===== src/shared/bfu_map.svh =====
`ifndef BFU_MAP_SVH
`define BFU_MAP_SVH

// Register byte offsets
`define BFU_ADR_OP       8'h00
`define BFU_ADR_OPERAND  8'h04
`define BFU_ADR_FLAGS    8'h08
`define BFU_ADR_IOREG    8'h0C

// Fields of the operation register
`define BFU_OP_CODE_LSB  0
`define BFU_OP_CODE_MSB  4
`define BFU_OP_IDX_LSB   8
`define BFU_OP_IDX_MSB   10
`define BFU_OP_CYC_LSB   12
`define BFU_OP_CYC_MSB   15

// Status flag bit positions
`define BFU_FLG_C        0
`define BFU_FLG_Z        1
`define BFU_FLG_N        2
`define BFU_FLG_V        3
`define BFU_FLG_S        4
`define BFU_FLG_H        5
`define BFU_FLG_T        6
`define BFU_FLG_I        7

// Reset values
`define BFU_RST_OPERAND  8'h00
`define BFU_RST_FLAGS    8'h00
`define BFU_RST_IOREG    8'h00

// Execution lengths in cycles
`define BFU_ONE_CYCLE    4'h1
`define BFU_IO_CYCLES    4'h2

`endif


===== src/shared/bfu_pkg.sv =====
package bfu_pkg;

  // Operation codes; codes 5'h10..5'h1F are dedicated flag ops
  typedef enum logic [4:0] {
    OP_IDLE_CYCLE   = 5'h00,
    OP_IO_BIT_SET   = 5'h01,
    OP_IO_BIT_CLR   = 5'h02,
    OP_SHL_LOGICAL  = 5'h03,
    OP_SHR_LOGICAL  = 5'h04,
    OP_ROT_LEFT     = 5'h05,
    OP_ROT_RIGHT    = 5'h06,
    OP_SHR_ARITH    = 5'h07,
    OP_NIBBLE_SWAP  = 5'h08,
    OP_IDX_FLAG_SET = 5'h09,
    OP_IDX_FLAG_CLR = 5'h0A,
    OP_BIT_TO_XFER  = 5'h0B,
    OP_XFER_TO_BIT  = 5'h0C,
    OP_SLEEP        = 5'h0D,
    OP_WDOG_RESTART = 5'h0E,
    OP_CLR_CARRY    = 5'h10,
    OP_SET_CARRY    = 5'h11,
    OP_CLR_ZERO     = 5'h12,
    OP_SET_ZERO     = 5'h13,
    OP_CLR_NEG      = 5'h14,
    OP_SET_NEG      = 5'h15,
    OP_CLR_OVF      = 5'h16,
    OP_SET_OVF      = 5'h17,
    OP_CLR_SIGN     = 5'h18,
    OP_SET_SIGN     = 5'h19,
    OP_CLR_HALF     = 5'h1A,
    OP_SET_HALF     = 5'h1B,
    OP_CLR_XFER     = 5'h1C,
    OP_SET_XFER     = 5'h1D,
    OP_CLR_GIE      = 5'h1E,
    OP_SET_GIE      = 5'h1F
  } bfu_opc_e;

  // Sequencer states, one-hot
  typedef enum logic [2:0] {
    ST_IDLE = 3'b001,
    ST_EXEC = 3'b010,
    ST_IOWR = 3'b100
  } bfu_state_e;

endpackage


===== src/shared/bfu_shift_if.sv =====
`timescale 1ns/10ps
// Operand path between the core and the shift unit
interface bfu_shift_if;
  import bfu_pkg::*;
  bfu_opc_e   op;
  logic [7:0] opd;
  logic       cin;
  logic [7:0] res;
  logic       cout;
  logic       flag_we;

  modport core (output op, output opd, output cin, input res, input cout, input flag_we);
  modport unit (input op, input opd, input cin, output res, output cout, output flag_we);
endinterface


===== src/logic/bfu_bit_put.sv =====
`timescale 1ns/10ps
// Replaces one indexed bit of a word
module bfu_bit_put #(
  parameter int W  = 8,
  parameter int IW = 3
) (
  // Data in
  input  wire logic [W-1:0]  val_i,
  input  wire logic [IW-1:0] idx_i,
  input  wire logic          bit_i,
  // Data out
  output logic      [W-1:0]  val_o
);

  // Copy the word, then overwrite the chosen bit
  always_comb begin
    val_o        = val_i;
    val_o[idx_i] = bit_i;
  end

endmodule


===== src/logic/bfu_shifter.sv =====
`timescale 1ns/10ps
// Shift, rotate and nibble swap unit
module bfu_shifter (
  // Operand and result
  bfu_shift_if.unit sh
);
  import bfu_pkg::*;

  // Result and carry out per operation
  always_comb begin
    sh.res     = sh.opd;
    sh.cout    = sh.cin;
    sh.flag_we = 1'b1;
    case (sh.op)
      OP_SHL_LOGICAL: begin
        sh.res  = {sh.opd[6:0], 1'b0}; // RL3
        sh.cout = sh.opd[7];
      end
      OP_SHR_LOGICAL: begin
        sh.res  = {1'b0, sh.opd[7:1]}; // RL4
        sh.cout = sh.opd[0];
      end
      OP_ROT_LEFT: begin
        sh.res  = {sh.opd[6:0], sh.cin}; // RL5
        sh.cout = sh.opd[7];
      end
      OP_ROT_RIGHT: begin
        sh.res  = {sh.cin, sh.opd[7:1]}; // RL6
        sh.cout = sh.opd[0];
      end
      OP_SHR_ARITH: begin
        sh.res  = {sh.opd[7], sh.opd[7:1]}; // RL7
        sh.cout = sh.opd[0];
      end
      OP_NIBBLE_SWAP: begin
        sh.res     = {sh.opd[3:0], sh.opd[7:4]}; // RL8
        sh.flag_we = 1'b0;
      end
      default: begin
        sh.flag_we = 1'b0;
      end
    endcase
  end

endmodule


===== src/logic/bfu_top.sv =====
`timescale 1ns/10ps
// Summary of operation
// RL1: The I/O bit set operation forces the addressed I/O register bit to one in two cycles, flags untouched.
// RL2: The I/O bit clear operation forces the addressed I/O register bit to zero in two cycles, flags untouched.
// RL3: Logical shift left moves bits up, loads zero into bit 0, takes one cycle and updates Z, C, N and V.
// RL4: Logical shift right moves bits down, loads zero into bit 7, takes one cycle and updates Z, C, N and V.
// RL5: Rotate left puts the old carry in bit 0 and old bit 7 in carry in one cycle, updating Z, C, N and V.
// RL6: Rotate right puts the old carry in bit 7 and old bit 0 in carry in one cycle, updating Z, C, N and V.
// RL7: Arithmetic shift right shifts bits down while keeping the sign bit, in one cycle, updating Z, C, N and V.
// RL8: Nibble swap exchanges the two halves of the operand in one cycle with no flag change.
// RL9: Bit store copies one operand bit into the transfer flag in one cycle, no other flag changing.
// RL10: Bit load writes the transfer flag into one operand bit in one cycle, all else unchanged.
// RL11: Each of the eight flags has its own one-cycle set and clear operation touching only that flag.
// RL12: The sign flag has its own one-cycle set and clear operations touching only that flag.
// RL13: Sleep takes one cycle, changes no flag and pulses the sleep request output.
// RL14: Watchdog restart takes one cycle, changes no flag and pulses the watchdog restart output.
// RL15: Indexed flag set and clear pick one flag by a three-bit index and change only it in one cycle.
// RL16: The idle cycle operation takes one cycle and changes no register, I/O bit or flag.
module bfu_top (
  // Clock and reset
  input  wire logic        clk_i,
  input  wire logic        rst_i,
  // Wishbone slave
  input  wire logic        wb_cyc_i,
  input  wire logic        wb_stb_i,
  input  wire logic        wb_we_i,
  input  wire logic [7:0]  wb_adr_i,
  input  wire logic [3:0]  wb_sel_i,
  input  wire logic [31:0] wb_dat_i,
  output logic      [31:0] wb_dat_o,
  output logic             wb_ack_o,
  // Core side
  output logic      [7:0]  io_reg_o,
  output logic      [7:0]  flags_o,
  output logic             busy_o,
  output logic             sleep_req_o,
  output logic             wdog_restart_o
);
  import bfu_pkg::*;
  `include "bfu_map.svh"

  bfu_shift_if sh ();

  bfu_state_e  st_q;
  bfu_opc_e    op_q;
  logic [2:0]  idx_q;
  logic [3:0]  cyc_cnt_q;
  logic [7:0]  operand_q;
  logic [7:0]  status_q;
  logic [7:0]  io_q;
  logic [7:0]  io_rd_q;
  logic [31:0] dat_q;
  logic        ack_q;
  logic        sleep_q;
  logic        wdog_q;
  logic        req;
  logic        wr_fire;
  logic        op_start;
  logic        is_io_op;
  logic [7:0]  adr_word;
  logic [31:0] rd_mux;
  logic [2:0]  flag_idx;
  logic        flag_bit;
  logic [7:0]  status_put;
  logic [7:0]  operand_put;
  logic [7:0]  io_put;

  // Bus decode
  assign req      = wb_cyc_i & wb_stb_i;
  assign wr_fire  = req & wb_we_i & ack_q;
  assign adr_word = {wb_adr_i[7:2], 2'b00};
  assign op_start = wr_fire & (adr_word == `BFU_ADR_OP) & (wb_sel_i[1:0] == 2'b11);
  assign is_io_op = (op_q == OP_IO_BIT_SET) | (op_q == OP_IO_BIT_CLR);

  // Outputs
  assign wb_dat_o       = dat_q;
  assign wb_ack_o       = ack_q;
  assign io_reg_o       = io_q;
  assign flags_o        = status_q;
  assign busy_o         = (st_q != ST_IDLE);
  assign sleep_req_o    = sleep_q;
  assign wdog_restart_o = wdog_q;

  // Shift unit operands
  assign sh.op  = op_q;
  assign sh.opd = operand_q;
  assign sh.cin = status_q[`BFU_FLG_C];

  bfu_shifter u_shifter (
    .sh (sh.unit)
  );

  // Flag selection: dedicated ops carry the index in the code
  always_comb begin
    flag_idx = idx_q;
    flag_bit = 1'b0;
    if (op_q[4]) begin
      flag_idx = op_q[3:1]; // RL11 RL12
      flag_bit = op_q[0];
    end else if (op_q == OP_BIT_TO_XFER) begin
      flag_idx = 3'(`BFU_FLG_T);
      flag_bit = operand_q[idx_q]; // RL9
    end else if (op_q == OP_IDX_FLAG_SET) begin
      flag_bit = 1'b1; // RL15
    end
  end

  bfu_bit_put #(.W(8), .IW(3)) u_flag_put (
    .val_i (status_q),
    .idx_i (flag_idx),
    .bit_i (flag_bit),
    .val_o (status_put)
  );

  bfu_bit_put #(.W(8), .IW(3)) u_opd_put (
    .val_i (operand_q),
    .idx_i (idx_q),
    .bit_i (status_q[`BFU_FLG_T]),
    .val_o (operand_put)
  );

  bfu_bit_put #(.W(8), .IW(3)) u_io_put (
    .val_i (io_rd_q),
    .idx_i (idx_q),
    .bit_i (op_q == OP_IO_BIT_SET),
    .val_o (io_put)
  );

  // Read data multiplexer
  always_comb begin
    rd_mux = 32'h00000000;
    case (adr_word)
      `BFU_ADR_OP: begin
        rd_mux[`BFU_OP_CODE_MSB:`BFU_OP_CODE_LSB] = op_q;
        rd_mux[`BFU_OP_IDX_MSB:`BFU_OP_IDX_LSB]   = idx_q;
        rd_mux[`BFU_OP_CYC_MSB:`BFU_OP_CYC_LSB]   = cyc_cnt_q;
      end
      `BFU_ADR_OPERAND: begin
        rd_mux[7:0] = operand_q;
      end
      `BFU_ADR_FLAGS: begin
        rd_mux[7:0] = status_q;
      end
      `BFU_ADR_IOREG: begin
        rd_mux[7:0] = io_q;
      end
      default: begin
        rd_mux = 32'h00000000;
      end
    endcase
  end

  // Acknowledge, held off while an operation runs
  always_ff @(posedge clk_i) begin
    if (rst_i) begin
      ack_q <= 1'b0;
      dat_q <= 32'h00000000;
    end else begin
      ack_q <= req & ~ack_q & (st_q == ST_IDLE);
      dat_q <= rd_mux;
    end
  end

  // Sequencer
  always_ff @(posedge clk_i) begin
    if (rst_i) begin
      st_q <= ST_IDLE;
    end else begin
      case (st_q)
        ST_IDLE: begin
          if (op_start) begin
            st_q <= ST_EXEC;
          end
        end
        ST_EXEC: begin
          if (is_io_op) begin
            st_q <= ST_IOWR; // RL1 RL2
          end else begin
            st_q <= ST_IDLE;
          end
        end
        ST_IOWR: begin
          st_q <= ST_IDLE;
        end
        default: begin
          st_q <= ST_IDLE;
        end
      endcase
    end
  end

  // Operation latch and cycle count of the last operation
  always_ff @(posedge clk_i) begin
    if (rst_i) begin
      op_q      <= OP_IDLE_CYCLE;
      idx_q     <= 3'h0;
      cyc_cnt_q <= 4'h0;
    end else begin
      if (op_start) begin
        op_q  <= bfu_opc_e'(wb_dat_i[`BFU_OP_CODE_MSB:`BFU_OP_CODE_LSB]);
        idx_q <= wb_dat_i[`BFU_OP_IDX_MSB:`BFU_OP_IDX_LSB];
      end
      if (st_q == ST_EXEC) begin
        cyc_cnt_q <= `BFU_ONE_CYCLE;
      end else if (st_q == ST_IOWR) begin
        cyc_cnt_q <= `BFU_IO_CYCLES;
      end
    end
  end

  // Working operand
  always_ff @(posedge clk_i) begin
    if (rst_i) begin
      operand_q <= `BFU_RST_OPERAND;
    end else if (wr_fire && adr_word == `BFU_ADR_OPERAND && wb_sel_i[0]) begin
      operand_q <= wb_dat_i[7:0];
    end else if (st_q == ST_EXEC) begin
      case (op_q)
        OP_SHL_LOGICAL, OP_SHR_LOGICAL, OP_ROT_LEFT, OP_ROT_RIGHT, OP_SHR_ARITH, OP_NIBBLE_SWAP: begin
          operand_q <= sh.res; // RL3 RL4 RL5 RL6 RL7 RL8
        end
        OP_XFER_TO_BIT: begin
          operand_q <= operand_put; // RL10
        end
        default: begin
          operand_q <= operand_q; // RL16
        end
      endcase
    end
  end

  // Status flags
  always_ff @(posedge clk_i) begin
    if (rst_i) begin
      status_q <= `BFU_RST_FLAGS;
    end else if (wr_fire && adr_word == `BFU_ADR_FLAGS && wb_sel_i[0]) begin
      status_q <= wb_dat_i[7:0];
    end else if (st_q == ST_EXEC) begin
      if (sh.flag_we) begin
        status_q[`BFU_FLG_C] <= sh.cout; // RL3 RL4 RL5 RL6 RL7
        status_q[`BFU_FLG_Z] <= (sh.res == 8'h00);
        status_q[`BFU_FLG_N] <= sh.res[7];
        status_q[`BFU_FLG_V] <= sh.res[7] ^ sh.cout;
      end else if (op_q[4] || op_q == OP_IDX_FLAG_SET || op_q == OP_IDX_FLAG_CLR
                   || op_q == OP_BIT_TO_XFER) begin
        status_q <= status_put; // RL9 RL11 RL12 RL15
      end
    end
  end

  // I/O register: read in the first cycle, written back in the second
  always_ff @(posedge clk_i) begin
    if (rst_i) begin
      io_q    <= `BFU_RST_IOREG;
      io_rd_q <= `BFU_RST_IOREG;
    end else begin
      if (st_q == ST_EXEC) begin
        io_rd_q <= io_q;
      end
      if (wr_fire && adr_word == `BFU_ADR_IOREG && wb_sel_i[0]) begin
        io_q <= wb_dat_i[7:0];
      end else if (st_q == ST_IOWR) begin
        io_q <= io_put; // RL1 RL2
      end
    end
  end

  // Sleep and watchdog request pulses
  always_ff @(posedge clk_i) begin
    if (rst_i) begin
      sleep_q <= 1'b0;
      wdog_q  <= 1'b0;
    end else begin
      sleep_q <= (st_q == ST_EXEC) && (op_q == OP_SLEEP); // RL13
      wdog_q  <= (st_q == ST_EXEC) && (op_q == OP_WDOG_RESTART); // RL14
    end
  end
endmodule


===== config.mk =====
export PLATFORM = sky130hd
export DESIGN_NAME = bfu_top
export DESIGN_NICKNAME = d
export VERILOG_FILES = /design/src/shared/bfu_pkg.sv /design/src/shared/bfu_shift_if.sv /design/src/logic/bfu_bit_put.sv /design/src/logic/bfu_shifter.sv /design/src/logic/bfu_top.sv
export VERILOG_INCLUDE_DIRS = /design/src /design/src/shared
export SDC_FILE = /design/constraint.sdc
export NUM_CORES = 1
export LEC_CHECK = 0
export BUFFER_PORTS_ARGS = -buffer_cell sky130_fd_sc_hd__buf_2
export CAP_MARGIN = 20
export CELL_PAD_IN_SITES_DETAIL_PLACEMENT = 1
export CELL_PAD_IN_SITES_GLOBAL_PLACEMENT = 1
export CORE_MARGIN = 2
export CORE_UTILIZATION = 39
export DETAILED_ROUTE_END_ITERATION = 8
export GPL_TIMING_DRIVEN = 0
export PLACE_DENSITY_LB_ADDON = 0.1
export SLEW_MARGIN = 10
export SYNTH_ARGS = -nofsm -noshare
export SYNTH_HDL_FRONTEND = slang
export SYNTH_HIERARCHICAL = 1
export SYNTH_SLANG_ARGS = --single-unit

===== constraint.sdc =====
create_clock -name clk_i -period 2.82 [get_ports clk_i]
set_input_delay 0.564 -clock clk_i [delete_from_list [all_inputs] [get_ports clk_i]]
set_output_delay 0.564 -clock clk_i [all_outputs]
set_load 0.05 [all_outputs]

# == After elaboration in Yosys (flattened, before gate mapping) ==
# Cells that the tools add are included.
# word_totals
n_memories,0
rom_bits,0
reg_bits,78
mem_bits_rw,0
latch_bits,0
out_inout_bits,52
word_cells,120
in_bits,49
# op_classes
n_div,0
shift,0
n_reduce_logical,31
bitwise,11
multipliers,0
order_cmp,4
mux,34
addsub,0
n_eq_ne,24
# ops
op,count
2-to-1 mux 8 bit,7
one-hot mux 8 bit (6 select lines),1
== test 5 x 4 -> 1 bit (second input constant),7
bitwise mux 8 bit,3
== test 5 x 3 -> 1 bit (second input constant),4
one-hot mux 5 bit (4 select lines),1
zero test 8 bit,2
one-hot mux 8 bit (2 select lines),1
== test 6 x 2 -> 1 bit (second input constant),2
2-to-1 mux 3 bit,4
== test 5 x 2 -> 1 bit (second input constant),2
logical AND 1 bit,10
nonzero test 2 bit,5
2-to-1 mux 1 bit,9
one-hot mux 3 bit (3 select lines),1
< comparator 3 x 4 -> 1 bit (second input constant),2
2-to-1 mux 4 bit,2
AND 1 bit,7
demux 1 bit (select 3 bit),2
== test 6 x 1 -> 1 bit (second input constant),1
greater-or-equal comparator 3 x 1 -> 1 bit (second input constant),2
one-hot mux 3 bit (2 select lines),1
nonzero test 3 bit,2
OR reduction 2 bit,3
other kinds (19),23

# == Logic depth before layout (Yosys ltp) ==
# depth
word_depth,12
mapped_depth,11

# == By module ==
# The synthesis kept the hierarchy.
# by_module_without_submodules
mod,instances,area_per_inst_um2,seq_area_each_um2,cells_each
bfu_top,1,3059.2,1221.2,335
bfu_bit_put,3,145.1,0.0,16
bfu_shifter,1,356.6,0.0,58

# == Worst setup path before layout ==
# OpenSTA, ideal clock, no wires.
# synth_timing
path_kind,register to register
start,register op_q[3]
end,"register status_q[2], in the netlist flags_o[2]"
path_stages_with_launch,11
arrival_time_ns,2.435
period_less_slack_ns,2.567
setup_ns,0.132
path_slack_ns,0.253
path_cell_list,dfxtp_1 -> clkbuf_1 -> nor2b_1 -> a31oi_1 -> o21ai_0 -> nor3b_1 -> mux2_2 -> nor3_1 -> a21oi_1 -> o211ai_1 -> a21oi_1
# synth_via
elab_chain_cells,12
# synth_lines
element,line_no,source
"start, declared",bfu_top.sv:45,bfu_opc_e op_q;
"start signal, assigned",bfu_top.sv:200,op_q <= bfu_opc_e'(wb_dat_i[`BFU_OP_CODE_MSB:`BFU_OP_CODE_LSB]);
== test 5 x 4 -> 1 bit (*),bfu_top.sv:100,end else if (op_q == OP_BIT_TO_XFER) begin
2-to-1 mux 3 bit (*),bfu_top.sv:100,
2-to-1 mux 3 bit (*),bfu_top.sv:97,if (op_q[4]) begin
via flag_idx[1],bfu_top.sv:62,logic [2:0] flag_idx;
< comparator 3 x 4 -> 1 bit (not written as such) or greater-or-equal comparator 3 x 1 -> 1 bit (tied branches),bfu_bit_put.sv:18,val_o[idx_i] = bit_i;
logical AND 1 bit (not written as such),bfu_bit_put.sv:18,
2-to-1 mux 1 bit (not written as such),bfu_bit_put.sv:18,
demux 1 bit (select 3 bit) (*),n/a,
bitwise mux 8 bit (*),bfu_bit_put.sv:18,
via status_put[2],bfu_top.sv:64,logic [7:0] status_put;
2-to-1 mux 8 bit (*),bfu_top.sv:244,end else if (op_q[4] || op_q == OP_IDX_FLAG_SET || op_q == OP_IDX_FLAG_CLR
2-to-1 mux 4 bit (*),bfu_top.sv:239,if (sh.flag_we) begin
2-to-1 mux 8 bit (*),bfu_top.sv:238,end else if (st_q == ST_EXEC) begin
2-to-1 mux 8 bit (*),bfu_top.sv:236,end else if (wr_fire && adr_word == `BFU_ADR_FLAGS && wb_sel_i[0]) begin
"end signal, assigned",bfu_top.sv:237,status_q <= wb_dat_i[7:0];
"end signal, assigned by index",bfu_top.sv:240,status_q[`BFU_FLG_C] <= sh.cout;
"end signal, assigned by index",bfu_top.sv:241,status_q[`BFU_FLG_Z] <= (sh.res == 8'h00);
"end, declared",bfu_top.sv:49,logic [7:0] status_q;
# Mark *: on every way through the listed nets, which the timed path passes. The rest lies on a longest branch. The select of a mux whose other input is x is not followed.
# A chain may end at the register's enable or synchronous reset.

# == Worst setup path after layout ==
# layout_timing
start,register op_q[2]
end,"register status_q[1], in the netlist flags_o[1]"
# The elaborated chain is that of the path after synthesis.

==> results.toml <==
[floorplan]
fp.dieArea_sq_mm = 0.01069
starting_density_of_the_core_pct = 39.77
die_width_microns = 103.4
die_h_microns = 103.4
top_level_ports = 101
core_area_sq_mm = 0.009684
rows = 36

[sta]
post-route-worst-setup-slack_ps = 218.1
min_period_ps = 2602
hold_fails_final_rpt = 0
tightest_slew_ps = 948.9
finalSetupTns_ps = 0
timing_max_transition_violations_final = 0
fin_crit_sh_pct = 92.26
max_slew_margin_pct = 36.61
fmax_mhz = 384.3
report.final.setup_viol = 0
timing.clock.skew_ps = 10.41

[layout]
syn2layout_area_growth_pct = 20.14
diodes = 0
final_nets = 576
utilization_pct = 47.78
post_route_cells_drive_above_1_share_pct = 28.57
final_area_sq_mm = 0.004627
layout.filler_cells = 1198

[clock_tree]
cts_inserted_buffers = 9
clock_tree_from_tritoncts = "yes"
clock_tree.htree_level_count = 3
cts_max_path_buffers = 2
clock_tree.root_cell = "clkbuf_8"
clkLatencyLatePin_ps = 350
cts.sink_count = 61
clkSlewWorstSetupHoldPaths_ps = 70
cts_hold_buf = 0

[synthesis]
synth_cells = 441
synth_area_sq_mm = 0.003851
synth_edf_count = 0
synth.top_cells.by_area = "dfxtp_1, mux2_2, mux2i_1"
dominantRegCellSynth = "dfxtp_1"
yosysSeqAreaShare_pct = 31.71
synth.lib_cells_used.distinct = 52
asyncSetResetFlopFracSynth_pct = 0
yosysTopAreaCell = "dfxtp_1"
yosys_warnings = 6
synth_top_area_share_pct = 31.71
synth.avg_cell_area_sq_um = 8.733
ys_ff_latch = 61

[placement]
gp_congestion = 0.8513
detailedPlacementHpwl_microns = 9139
setup_slack_placement_ps = -417.8
port_buffers = 54
dpl_cell_area_sq_mm = 0.004362

[setup_path]
required_ps = 3030
cpPeakStageDelay_ps = 450
timing.critical_path.arrival_ps = 2810
highest_net_fanout_along_the_worst_path = 10
critical_path.cell_chain = "clkbuf_2 > nand2b_1 > o21ai_0 > o21ai_2 > nor3b_1 > mux2_2 > nor2b_1 > a31oi_1 > and3_1 > nor3_1"
criticalPathCategory = "reg -> reg"
cp-start-kind = "register"
crit_path_end_kind = "register"
critical-path-slowest-cell = "dfxtp_1"

[routing]
wire_per_inst_microns = 18.09
dr.pass1.iters = 4
total_vias_in_the_final_route = 3659
finalWirelength_microns = 12030
drt.antenna.violating_nets = 0
detail_route.vias_per_cell = 5.502
drc_markers = 0
initialDrtViolationCount = 224

[global_routing]
global_route.usage.total_pct = 23.89
number_of_antenna_violations_at_the_first_check_in_global_routing = 0
grt_first_pass_wirelength_microns = 19400
grt_pass1_vias = 3614
maximum_number_of_pins_on_one_net_before_global_route_repair = 22
grt.overflow.total = 0

[run_status]
status = "finished, final reports clean"

[power]
total_power_mw = 1.796
powerDensity_mw_per_mm2 = 388.2
maximum_vdd_drop_v = 0.0002541
leakage_nw = 1.930

[run]
max_cap_viol_count = 0

[hold_path]
holdCritPathClass = "in -> reg"
==> worst max-delay path: cells and delay by family, from the launching register on <==
family          cells  cell delay, ps
compound gates      3             570
buf+inv             1             300
flops               1             450
mux                 1             350
simple gates        5             800
==> synth_stat cells, types with 3 or more instances <==
cell type and count:
o2111ai_1 7, a31oi_1 3, a211oi_1 22, nor2b_1 8
nand2_1 28, inv_1 9, and2_1 5, buf_1 3
nor2_1 43, nor4_1 5, nand3_1 22, mux4_2 7
nand3b_1 11, dfxtp_1 61, a21o_1 10, nor3_1 10
mux2_2 27, buf_2 4, nand2b_1 7, a21oi_1 16
or3_1 8, clkbuf_1 17, buf_4 19, o21ai_0 7
nor3b_1 17, mux2i_1 30, o211ai_1 3, a22oi_1 3
==> per-layer routing <==
| layer | track usage, % | wire length (microns) | vias to the layer above | share of wire [%] |
|---|---|---|---|---|
| li1 | - | - | 1749 | - |
| met1 | 32.62 | 5750 | 1780 | 48 |
| met2 | 38.96 | 5513 | 112 | 46 |
| met3 | 3.965 | 590 | 18 | 4.9 |
| met4 | 6.781 | 178 | 0 | 1.5 |
| met5 | 0 | 0 | - | 0 |
==> cell families after synthesis <==
logic type | Yosys count | synth area share, %
AND/OR/NAND/NOR | 179 | 25.21
AO/OA/AOI/OAI | 77 | 14.39
multiplexers | 66 | 20.37
XOR/XNOR | 2 | 0.4549
flip-flops | 61 | 31.71
other | 1 | 0.09737
buffers and inverters | 55 | 7.765
==> through the flow <==
step / cells / hold slack, ps
floorplan: 459 / 430.5
global placement: 646 / 442.1
detailed placement: 646 / 446.9
CTS: 662 / 444.1
global route: 665 / 476.8
finish: 665 / 448.2
==> worst paths after layout <==
path / startpoint / end / slack [ps] / cells past startpoint
hold / removal: wb_dat_i[9] / idx_q[1] / 450 / 3
setup reg to reg: op_q[2] / flags_o[1] / 220 / 10
setup / recovery: op_q[2] / flags_o[1] / 220 / 10
hold reg to reg: io_rd_q[6] / io_rd_q[6] / 460 / 2
==> cell type report <==
class / count / area (sq um) / share of cell area [%]
flip-flops and latches: 61 / 1227 / 26.53
plain buffers: 46 / 269.0 / 5.814
inverters: 9 / 33.78 / 0.7301
clock buffers: 10 / 137.6 / 2.975
multi-input cells: 343 / 2437 / 52.68
well taps: 133 / 166.4 / 3.597
repair buffers: 57 / 292.8 / 6.328
clock inverters: 6 / 62.56 / 1.352
==> what timing repair did <==
action                     CTS  global route
resized for setup           10             6
pin swaps                    0             2
setup buffers                0             3
setup endpoints to repair    4             2
==> registers in the layout, summed over array words and instances (netlist names) <==
signal          flops
st_q                3
flags_o             8
op_q                5
io_rd_q             8
wb_ack_o            1
io_reg_o            8
idx_q               3
operand_q           8
wdog_restart_o      1
cyc_cnt_q           2
sleep_req_o         1
wb_dat_o           13
==> layout by cell type, fill, tap and decap left out, types with 8 or more instances in the layout <==
master	synthesis	layout
dfxtp_1	61	58
nor2_1	43	43
a21oi_1	16	16
mux2i_1	30	30
buf_2	4	58
buf_4	19	22
a21o_1	10	10
nor3b_1	17	16
nor3_1	10	10
nor2b_1	8	8
conb_1	1	19
nand3_1	22	22
inv_1	9	9
clkbuf_1	17	14
mux2_2	27	27
clkbuf_8	0	10
or3_1	8	8
nand3b_1	11	11
nand2_1	28	28
a211oi_1	22	22
==> power breakdown <==
part	switching (mW)	internal (mW)	total, mW
combinational	0.106	0.0391	0.145
clock	0.361	0.428	0.789
sequential	0.000794	0.861	0.861
No activity file was read; power rests on OpenSTA's default activity.
